### src/design/brownout_limiter_pkg.sv
package brownout_limiter_pkg;

    // Register port
    localparam int ADDR_W = 16;
    localparam int DATA_W = 8;

    localparam logic [15:0] LVL3_RATES_ADDR     = 16'h2102;
    localparam logic [15:0] LVL2_RATES_ADDR     = 16'h2103;
    localparam logic [15:0] LVL1_RATES_ADDR     = 16'h2104;
    localparam logic [15:0] LVL0_RATES_ADDR     = 16'h2105;
    localparam logic [15:0] HYSTERESIS_ADDR     = 16'h2106;
    localparam logic [15:0] HOLD_CLEAR_ADDR     = 16'h2107;
    localparam logic [15:0] SUPPLY_SOURCE_ADDR  = 16'h2108;
    localparam logic [15:0] ENGINE_ENABLE_ADDR  = 16'h210D;

    // Field positions
    localparam int RELEASE_MSB   = 5;
    localparam int RELEASE_LSB   = 3;
    localparam int ATTACK_MSB    = 2;
    localparam int ATTACK_LSB    = 0;
    localparam int HOLD_BIT      = 0;
    localparam int ENGINE_EN_BIT = 0;
    localparam int LIMIT_EN_BIT  = 1;
    localparam int SRC_MSB       = 1;
    localparam int SRC_LSB       = 0;

    // Reset values
    localparam logic [2:0] RATE_CODE_RESET  = 3'h0;
    localparam logic [7:0] HYSTERESIS_RESET = 8'h00;
    localparam logic [1:0] SOURCE_RESET     = 2'h0;
    localparam logic       ENABLE_RESET     = 1'b0;

    // Source select codes
    localparam logic [1:0] SRC_HIGH_RAIL     = 2'h0;
    localparam logic [1:0] SRC_BATTERY       = 2'h1;
    localparam logic [1:0] SRC_INTERNAL_RAIL = 2'h2;

    // Level encoding of the controller state
    localparam logic [2:0] LEVEL_NONE = 3'h0;
    localparam logic [2:0] LEVEL_3    = 3'h1;
    localparam logic [2:0] LEVEL_2    = 3'h2;
    localparam logic [2:0] LEVEL_1    = 3'h3;
    localparam logic [2:0] LEVEL_0    = 3'h4;

    localparam int ADC_W = 10;

    // Timing: unit intervals and derived cycle counts
    localparam int CLK_PERIOD_PS      = 25000;
    localparam int ATTACK_UNIT_PS     = 2500000;
    localparam int RELEASE_UNIT_MS    = 5;
    localparam int ATTACK_UNIT_CYCLES =
        (ATTACK_UNIT_PS + CLK_PERIOD_PS - 1) / CLK_PERIOD_PS;
    // Cycles per millisecond first, so the product stays inside 32 bits
    localparam int RELEASE_UNIT_CYCLES =
        RELEASE_UNIT_MS * (1000000000 / CLK_PERIOD_PS);

    // Step interval in units: attack 2.5us units, release 5ms units
    localparam logic [7:0] ATTACK_UNITS [0:7] =
        '{8'h01, 8'h02, 8'h04, 8'h0A, 8'h14, 8'h28, 8'h64, 8'hC8};
    localparam logic [7:0] RELEASE_UNITS [0:7] =
        '{8'h01, 8'h02, 8'h05, 8'h0A, 8'h14, 8'h32, 8'h64, 8'hC8};

    typedef struct packed {
        logic                  wr;
        logic                  rd;
        logic [ADDR_W-1:0]     addr;
        logic [DATA_W-1:0]     wdata;
    } reg_req_type;

    typedef struct packed {
        logic                  valid;
        logic [DATA_W-1:0]     rdata;
    } reg_rsp_type;

    typedef struct packed {
        logic [2:0] release_code;
        logic [2:0] attack_code;
    } level_rates_type;

    typedef struct packed {
        logic [ADC_W-1:0] high_rail;
        logic [ADC_W-1:0] battery;
        logic [ADC_W-1:0] internal_rail;
    } supply_samples_type;

endpackage

### src/design/brownout_limiter_rate_config.sv
`timescale 1ns/1ps
module brownout_limiter_rate_config
    import brownout_limiter_pkg::*;
#(
    parameter int RELEASE_TICK_CYCLES = RELEASE_UNIT_CYCLES
)
(
    input  wire logic                                  sys_clk,
    input  wire logic                                  reset,
    input  wire brownout_limiter_pkg::reg_req_type     reg_req,
    output brownout_limiter_pkg::reg_rsp_type          reg_rsp,
    input  wire logic [2:0]                            brownout_level,
    input  wire logic                                  infinite_hold_enabled,
    input  wire logic [7:0]                            limit_target,
    input  wire brownout_limiter_pkg::supply_samples_type supply_samples,
    input  wire logic [brownout_limiter_pkg::ADC_W-1:0] level_up_threshold,
    output logic [7:0]                                 limit_attenuation,
    output logic                                       level_up_allowed,
    output logic                                       hold_release_strobe,
    output logic                                       brownout_engine_enable,
    output logic                                       limiter_enable,
    output logic [1:0]                                 supply_source_select,
    output logic [7:0]                                 level_up_hysteresis,
    output brownout_limiter_pkg::level_rates_type      active_rates
);
    import brownout_limiter_pkg::*;

    level_rates_type      lvl3_rates_q;
    level_rates_type      lvl3_rates_d;
    level_rates_type      lvl2_rates_q;
    level_rates_type      lvl2_rates_d;
    level_rates_type      lvl1_rates_q;
    level_rates_type      lvl1_rates_d;
    level_rates_type      lvl0_rates_q;
    level_rates_type      lvl0_rates_d;
    logic [7:0]           hysteresis_q;
    logic [7:0]           hysteresis_d;
    logic [1:0]           source_q;
    logic [1:0]           source_d;
    logic                 engine_en_q;
    logic                 engine_en_d;
    logic                 limit_en_q;
    logic                 limit_en_d;
    logic                 hold_release_q;
    logic                 hold_release_d;
    reg_rsp_type          rsp_q;
    reg_rsp_type          rsp_d;

    level_rates_type      sel_rates;
    level_rates_type      active_rates_q;
    logic [7:0]           atten_q;
    logic [7:0]           atten_d;
    logic                 level_up_q;
    logic                 level_up_d;
    logic [ADC_W-1:0]     sample;
    logic [ADC_W:0]       up_limit;

    logic                 attack_run;
    logic                 release_run;
    logic                 attack_tick;
    logic                 release_tick;
    logic                 attack_step;
    logic                 release_step;

    // Register writes and read answers
    always_comb
    begin
        lvl3_rates_d   = lvl3_rates_q;
        lvl2_rates_d   = lvl2_rates_q;
        lvl1_rates_d   = lvl1_rates_q;
        lvl0_rates_d   = lvl0_rates_q;
        hysteresis_d   = hysteresis_q;
        source_d       = source_q;
        engine_en_d    = engine_en_q;
        limit_en_d     = limit_en_q;
        hold_release_d = 1'b0;
        if (reg_req.wr)
        begin
            if (reg_req.addr == LVL3_RATES_ADDR)
            begin
                lvl3_rates_d = reg_req.wdata[RELEASE_MSB:ATTACK_LSB];
            end
            else if (reg_req.addr == LVL2_RATES_ADDR)
            begin
                lvl2_rates_d = reg_req.wdata[RELEASE_MSB:ATTACK_LSB];
            end
            else if (reg_req.addr == LVL1_RATES_ADDR)
            begin
                lvl1_rates_d = reg_req.wdata[RELEASE_MSB:ATTACK_LSB];
            end
            else if (reg_req.addr == LVL0_RATES_ADDR)
            begin
                lvl0_rates_d = reg_req.wdata[RELEASE_MSB:ATTACK_LSB];
            end
            else if (reg_req.addr == HYSTERESIS_ADDR)
            begin
                hysteresis_d = reg_req.wdata;
            end
            else if (reg_req.addr == HOLD_CLEAR_ADDR)
            begin
                // Pulse only for a one while hold is in force
                hold_release_d = reg_req.wdata[HOLD_BIT]
                                 & infinite_hold_enabled;
            end
            else if (reg_req.addr == SUPPLY_SOURCE_ADDR)
            begin
                source_d = reg_req.wdata[SRC_MSB:SRC_LSB];
            end
            else if (reg_req.addr == ENGINE_ENABLE_ADDR)
            begin
                engine_en_d = reg_req.wdata[ENGINE_EN_BIT];
                limit_en_d  = reg_req.wdata[LIMIT_EN_BIT];
            end
        end

        rsp_d.valid = reg_req.rd;
        rsp_d.rdata = 8'h00;
        if (reg_req.rd)
        begin
            if (reg_req.addr == LVL3_RATES_ADDR)
            begin
                rsp_d.rdata = {2'b00, lvl3_rates_q};
            end
            else if (reg_req.addr == LVL2_RATES_ADDR)
            begin
                rsp_d.rdata = {2'b00, lvl2_rates_q};
            end
            else if (reg_req.addr == LVL1_RATES_ADDR)
            begin
                rsp_d.rdata = {2'b00, lvl1_rates_q};
            end
            else if (reg_req.addr == LVL0_RATES_ADDR)
            begin
                rsp_d.rdata = {2'b00, lvl0_rates_q};
            end
            else if (reg_req.addr == HYSTERESIS_ADDR)
            begin
                rsp_d.rdata = hysteresis_q;
            end
            else if (reg_req.addr == SUPPLY_SOURCE_ADDR)
            begin
                rsp_d.rdata = {6'h00, source_q};
            end
            else if (reg_req.addr == ENGINE_ENABLE_ADDR)
            begin
                rsp_d.rdata = {6'h00, limit_en_q, engine_en_q};
            end
            else
            begin
                // Hold-clear and unmapped addresses read zero
                rsp_d.rdata = 8'h00;
            end
        end
    end

    always_ff @(posedge sys_clk)
    begin
        if (reset)
        begin
            lvl3_rates_q   <= {RATE_CODE_RESET, RATE_CODE_RESET};
            lvl2_rates_q   <= {RATE_CODE_RESET, RATE_CODE_RESET};
            lvl1_rates_q   <= {RATE_CODE_RESET, RATE_CODE_RESET};
            lvl0_rates_q   <= {RATE_CODE_RESET, RATE_CODE_RESET};
            hysteresis_q   <= HYSTERESIS_RESET;
            source_q       <= SOURCE_RESET;
            engine_en_q    <= ENABLE_RESET;
            limit_en_q     <= ENABLE_RESET;
            hold_release_q <= 1'b0;
            rsp_q          <= '0;
        end
        else
        begin
            lvl3_rates_q   <= lvl3_rates_d;
            lvl2_rates_q   <= lvl2_rates_d;
            lvl1_rates_q   <= lvl1_rates_d;
            lvl0_rates_q   <= lvl0_rates_d;
            hysteresis_q   <= hysteresis_d;
            source_q       <= source_d;
            engine_en_q    <= engine_en_d;
            limit_en_q     <= limit_en_d;
            hold_release_q <= hold_release_d;
            rsp_q          <= rsp_d;
        end
    end

    // Rates of the current level; normal operation keeps level 3 rates
    always_comb
    begin
        case (brownout_level)
            LEVEL_2: sel_rates = lvl2_rates_q;
            LEVEL_1: sel_rates = lvl1_rates_q;
            LEVEL_0: sel_rates = lvl0_rates_q;
            default: sel_rates = lvl3_rates_q;
        endcase
    end

    // Supply sample in ADC LSBs, compared with threshold plus hysteresis
    always_comb
    begin
        case (source_q)
            SRC_BATTERY:       sample = supply_samples.battery;
            SRC_INTERNAL_RAIL: sample = supply_samples.internal_rail;
            default:           sample = supply_samples.high_rail;
        endcase
        up_limit   = {1'b0, level_up_threshold}
                     + {{(ADC_W + 1 - 8){1'b0}}, hysteresis_q};
        level_up_d = ({1'b0, sample} >= up_limit);
    end

    // Limiter runs only when enabled; attack tightens, release relaxes
    assign attack_run  = limit_en_q && (limit_target > atten_q);
    assign release_run = limit_en_q && (limit_target < atten_q);

    tick_divider #(
        .DIVIDE (ATTACK_UNIT_CYCLES)
    ) attack_div (
        .sys_clk (sys_clk),
        .reset   (reset),
        .run     (attack_run),
        .tick    (attack_tick)
    );

    tick_divider #(
        .DIVIDE (RELEASE_TICK_CYCLES)
    ) release_div (
        .sys_clk (sys_clk),
        .reset   (reset),
        .run     (release_run),
        .tick    (release_tick)
    );

    rate_step_timer attack_timer (
        .sys_clk (sys_clk),
        .reset   (reset),
        .run     (attack_run),
        .tick    (attack_tick),
        .units   (ATTACK_UNITS[sel_rates.attack_code]),
        .step    (attack_step)
    );

    rate_step_timer release_timer (
        .sys_clk (sys_clk),
        .reset   (reset),
        .run     (release_run),
        .tick    (release_tick),
        .units   (RELEASE_UNITS[sel_rates.release_code]),
        .step    (release_step)
    );

    // One attenuation LSB per elapsed interval
    always_comb
    begin
        atten_d = atten_q;
        if (!limit_en_q)
        begin
            atten_d = 8'h00;
        end
        else if (attack_step && attack_run)
        begin
            atten_d = atten_q + 8'h01;
        end
        else if (release_step && release_run)
        begin
            atten_d = atten_q - 8'h01;
        end
    end

    always_ff @(posedge sys_clk)
    begin
        if (reset)
        begin
            atten_q        <= 8'h00;
            level_up_q     <= 1'b0;
            active_rates_q <= '0;
        end
        else
        begin
            atten_q        <= atten_d;
            level_up_q     <= level_up_d;
            active_rates_q <= sel_rates;
        end
    end

    assign reg_rsp                = rsp_q;
    assign limit_attenuation      = atten_q;
    assign level_up_allowed       = level_up_q;
    assign hold_release_strobe    = hold_release_q;
    assign brownout_engine_enable = engine_en_q;
    assign limiter_enable         = limit_en_q;
    assign supply_source_select   = source_q;
    assign level_up_hysteresis    = hysteresis_q;
    assign active_rates           = active_rates_q;
endmodule

### src/design/tick_divider.sv
`timescale 1ns/1ps
module tick_divider
#(
    parameter int DIVIDE = 100
)
(
    input  wire logic sys_clk,
    input  wire logic reset,
    input  wire logic run,
    output logic      tick
);
    logic [31:0] count_q;
    logic [31:0] count_d;
    logic        tick_d;

    always_comb
    begin
        count_d = count_q;
        tick_d  = 1'b0;
        if (!run)
        begin
            count_d = 32'h0;
        end
        else if (count_q == 32'(DIVIDE - 1))
        begin
            count_d = 32'h0;
            tick_d  = 1'b1;
        end
        else
        begin
            count_d = count_q + 32'h1;
        end
    end

    always_ff @(posedge sys_clk)
    begin
        if (reset)
        begin
            count_q <= 32'h0;
            tick    <= 1'b0;
        end
        else
        begin
            count_q <= count_d;
            tick    <= tick_d;
        end
    end
endmodule

### src/design/rate_step_timer.sv
`timescale 1ns/1ps
module rate_step_timer
(
    input  wire logic       sys_clk,
    input  wire logic       reset,
    input  wire logic       run,
    input  wire logic       tick,
    input  wire logic [7:0] units,
    output logic            step
);
    logic [7:0] count_q;
    logic [7:0] count_d;
    logic       step_d;

    // Counts unit ticks; one step pulse per elapsed interval
    always_comb
    begin
        count_d = count_q;
        step_d  = 1'b0;
        if (!run)
        begin
            count_d = 8'h00;
        end
        else if (tick)
        begin
            if (count_q + 8'h01 >= units)
            begin
                count_d = 8'h00;
                step_d  = 1'b1;
            end
            else
            begin
                count_d = count_q + 8'h01;
            end
        end
    end

    always_ff @(posedge sys_clk)
    begin
        if (reset)
        begin
            count_q <= 8'h00;
            step    <= 1'b0;
        end
        else
        begin
            count_q <= count_d;
            step    <= step_d;
        end
    end
endmodule

### config.mk
export PLATFORM = sky130hd
export DESIGN_NAME = brownout_limiter_rate_config
export DESIGN_NICKNAME = d
export VERILOG_FILES = /design/src/design/brownout_limiter_pkg.sv /design/src/design/brownout_limiter_rate_config.sv /design/src/design/tick_divider.sv /design/src/design/rate_step_timer.sv
export SDC_FILE = /design/constraint.sdc
export NUM_CORES = 1
export LEC_CHECK = 0
export ABC_AREA = 1
export BUFFER_PORTS_ARGS = -buffer_cell sky130_fd_sc_hd__buf_4
export CORE_UTILIZATION = 45
export DETAILED_ROUTE_END_ITERATION = 16
export SYNTH_ARGS = -nofsm -noshare
export SYNTH_HDL_FRONTEND = slang
export SYNTH_SLANG_ARGS = --single-unit
### constraint.sdc
create_clock -name sys_clk -period 3.8 [get_ports sys_clk]
set_clock_uncertainty 0.05 [all_clocks]
set_input_delay 0.38 -clock sys_clk [delete_from_list [all_inputs] [get_ports sys_clk]]
set_output_delay 0.38 -clock sys_clk [all_outputs]
set_load 0.05 [all_outputs]
==> summary.txt <==
Layout
  • Share of layout cells above drive strength 1: 0.1355
  • Footprint of the multi-input gates: roughly 0.0054 mm^2
  • Diodes inserted: 0
  • Fillers: roughly 2000
  • Area growth syn-to-layout: 18.93%
  • Final core utilization: 0.5537
  • FF/Latch Area: 0.002903 mm^2
  • Final #Nets: 1619

STA
  • Final Cycle Share: 0.8278
  • Fmax achieved: 317.9 MHz
  • Final setup viols: 0
  • Unrepaired setup endpoints after global routing: false
  • Slew Viols, Final: 0
  • Setup TNS Final: 0 ns
  • Slew headroom: 0.6085
  • Actual slew at the worst max-slew pin: between 0.5 and 0.6 ns
  • Hold Fails Final Rpt: 0
  • Final worst path period need: between 3 and 4 ns

Synthesis
  • Mapped Area: ~0.0092 mm^2
  • Syn nets: 1500
  • Largest cells by area after synthesis: dfxtp_1, nand2_1, inv_1
  • Synth top area share: 0.3162
  • Syn Inst Count: approximately 1400
  • EDFF count, synth: 0
  • Sequential share of the synthesized area: 0.3162
  • Async SR Flop Fraction: 0
  • Yosys reg bits: ~150
  • Distinct cell type count after synthesis: 49
  • Ys Warns: 0
  • Synth Area per Inst: around 6.8 um^2
  • Top_reg_cell synth: dfxtp_1
  • Cell taking the most area after synthesis: dfxtp_1

Global routing
  • Largest net degree at the start of global routing: 33
  • Final global-route overflow total: 0
  • Number of global-route vias before repair: ~8000
  • Antenna violations before repair: 0
  • All-Layer GR Usage: 0.2350
  • First-pass GRT wire length: between 30000 and 40000 um

Floorplanning
  • Die width: 144.8 um
  • Die ar.: ~0.021 mm^2
  • Die H: around 140 um
  • Io pins: 117
  • Initial Util: 0.4655
  • Num rows: around 50
  • Core ar.: 0.01972 mm^2

Worst setup path
  • Crit. End Element: flip-flop
  • Critical R2R Launch: lvl0_rates_q[0]$_SDFFE_PP0P_
  • Crit-path cells: buf_4, nor2_1, nand2_1, nand2_1, nor2_1, nor3_1, inv_1, ha_1, o21ai_0, ha_1, a21oi_1, o21ai_0, nand2_1, nand3_1, nor2_1, nand2_1, a21oi_1
  • Critical path data arrival time: 3.45 ns
  • Crit path kind: in -> reg
  • CP max-delay cell: nor3_1
  • Cell depth of the worst flop-to-flop path: 14
  • Worst endpoint required time: approximately 4.1 ns
  • Worst path most repeated cell: nand2_1
  • Critical path launch point type: primary input
  • Crit path buf inv count: 2
  • Worst path top cell family by delay: simple AND/OR/NAND/NOR gates
  • Reg2reg setup slack: slightly below 0.8 ns
  • R2r endpoint: attack_timer.count_q[3]$_SDFFE_PP0P_
  • CP Max Fanout: 8
  • CP max stage delay: about 0.48 ns

CTS
  • H-Tree Depth: 4
  • Worst-case clock buffer depth: 2
  • Inserted Clock Buffers: 17
  • Clk slew on worst S/H paths: 0.06 ns
  • Post-CTS Resized: 0
  • Cts hold-fix bufs: 0
  • Root Driver: clkbuf_16
  • Setup bufs post-CTS: 0
  • CTS tree: done
  • Total clock sinks: ~150
  • Clk_lat worst skew: about 0.42 ns

Power and ir drop
  • Final Power: between 3 and 4 mW
  • Pwr dens: 319.4 mW/mm^2
  • Pleak: 4.757 nW
  • Sequential share of power: 0.437
  • Clk network pwr share: 0.502
  • P_sw: 794.7 uW
  • Switching share of total power: 0.2279
  • Combinational share of power: 0.061
  • Worst vdd ir: ~0.3 mV
  • Internal Power: ~2.7 mW

Min path
  • Worst min path class: in -> reg
  • Worst hold stages: 3
  • Critical hold path startpoint: infinite_hold_enabled
  • Hold EP: hold_release_strobe$_SDFF_PP0_

Route
  • 1st-pass router iterations: 5
  • DR WL met3: approximately 1000 um
  • Final wirelength: about 23000 um
  • Routed wire per std cell: ~13 um
  • Top Layer Used: met4
  • Met2 WL: roughly 11000 um
  • Vias: approximately 9000
  • Drc violations: 0
  • Iter 0 DRT Violations: 477
  • Post-DRT Antenna Nets: 0
  • Wl on met1: 11170 um
  • Via-to-Cell Ratio: approximately 5.0

Outcome
  • Outcome: finished, final reports clean

Placement
  • IO Port Bufs: 116
  • Final estimated routing congestion in global placement: 0.9344
  • DP HPWL: 18180 um

Run
  • Number of max-cap violations: 0
## cells in the final DEF (no fill, tap or decap), types with 5 or more instances in the layout
master / Yosys / routed
nand2_1: 277 / 277
inv_1: 207 / 207
nor2_1: 196 / 196
dfxtp_1: 145 / 145
buf_4: 3 / 120
a21oi_1: 90 / 90
nand3_1: 67 / 67
o21ai_0: 62 / 62
ha_1: 59 / 59
nor3_1: 46 / 46
xor2_1: 46 / 46
nand4_1: 42 / 42
clkbuf_16: 0 / 17
nor2_2: 11 / 11
a221o_1: 9 / 9
xnor2_1: 8 / 8
or2_2: 6 / 6
inv_2: 6 / 6
nor2_4: 6 / 6
nand2_2: 5 / 5
## routing by layer
layer  vias up  global-route usage
met5         -                   0
met4         0             0.06925
met3        25             0.03982
met1      3950              0.3075
li1       4629                   -
met2       172              0.3945
## how the worst max path moves through the flow
stage / end / start / depth (start not counted)
after floorplan: limit_attenuation[7]$_SDFFE_PP0P_ / limit_attenuation[1]$_SDFFE_PP0P_ / 15
final: attack_timer.count_q[3]$_SDFFE_PP0P_ / brownout_level[0] / 17
after detailed placement: attack_timer.count_q[3]$_SDFFE_PP0P_ / brownout_level[0] / 17
after global placement: attack_timer.count_q[6]$_SDFFE_PP0P_ / brownout_level[0] / 17
after global routing: attack_timer.count_q[3]$_SDFFE_PP0P_ / brownout_level[0] / 17
after CTS: attack_timer.count_q[3]$_SDFFE_PP0P_ / brownout_level[0] / 17
## cell usage after synthesis, types with 5 or more instances
master,n
a21oi_1,90
a221o_1,9
buf_2,6
clkbuf_1,8
dfxtp_1,145
ha_1,59
inv_1,207
inv_2,6
nand2_1,277
nand2_2,5
nand3_1,67
nand4_1,42
nor2_1,196
nor2_2,11
nor2_4,6
nor3_1,46
o21ai_0,62
or2_2,6
xnor2_1,8
xor2_1,46
## tightest hold or removal path, stage by stage
cell	delay (ns)
buf_4	0.11
nand3_1	0.07
nor4b_1	0.05
## state kept, by name (all words and copies together) (netlist names), 2 cells and up
signal / cells
attack_div.count_q: 32
release_div.count_q: 32
reg_rsp: 9
attack_timer.count_q: 8
level_up_hysteresis: 8
limit_attenuation: 8
release_timer.count_q: 8
active_rates: 6
lvl0_rates_q: 6
lvl1_rates_q: 6
lvl2_rates_q: 6
lvl3_rates_q: 6
supply_source_select: 2
## logic make-up after synthesis
group,count (synthesis),share of synthesized area
muxes,1,0.001091
adders and majority gates,61,0.08479
and+or+nand+nor,685,0.3391
DFF,145,0.3162
xor gates and xnor gates,54,0.05153
AOI/OAI and AO/OA,180,0.1082
buffers and inverters,233,0.09896
## stage by stage
step	area, um^2	cells	worst slack, ns	hold slack [ns]
after floorplan	9179	1359	0.8872	0.3675
after global routing	10920	1756	0.3161	0.1710
after detailed placement	10300	1724	0.2668	0.3882
after CTS	10920	1756	0.6853	0.1621
after global placement	10300	1724	0.4720	0.3803
final	10920	1756	0.6545	0.1765
## area by class of cell
class,count,area share
inverter,213,0.07324
timing repair buffer,120,0.08252
sequential,145,0.2659
clock buffer,21,0.04218
tap,265,0.03037
clock inverter,11,0.01410
multi-input combinational,981,0.4917
## power groups by stage
stage / combinational (mW) / clock (mW) / sequential, mW
after floorplan: 0.102 / 0 / 1.57
after global placement: 0.211 / 0 / 1.56
after detailed placement: 0.214 / 0 / 1.56
after CTS: 0.215 / 1.79 / 1.52
after global routing: 0.241 / 1.85 / 1.52
final: 0.214 / 1.75 / 1.52
No activity file was read; power rests on OpenSTA's default activity.
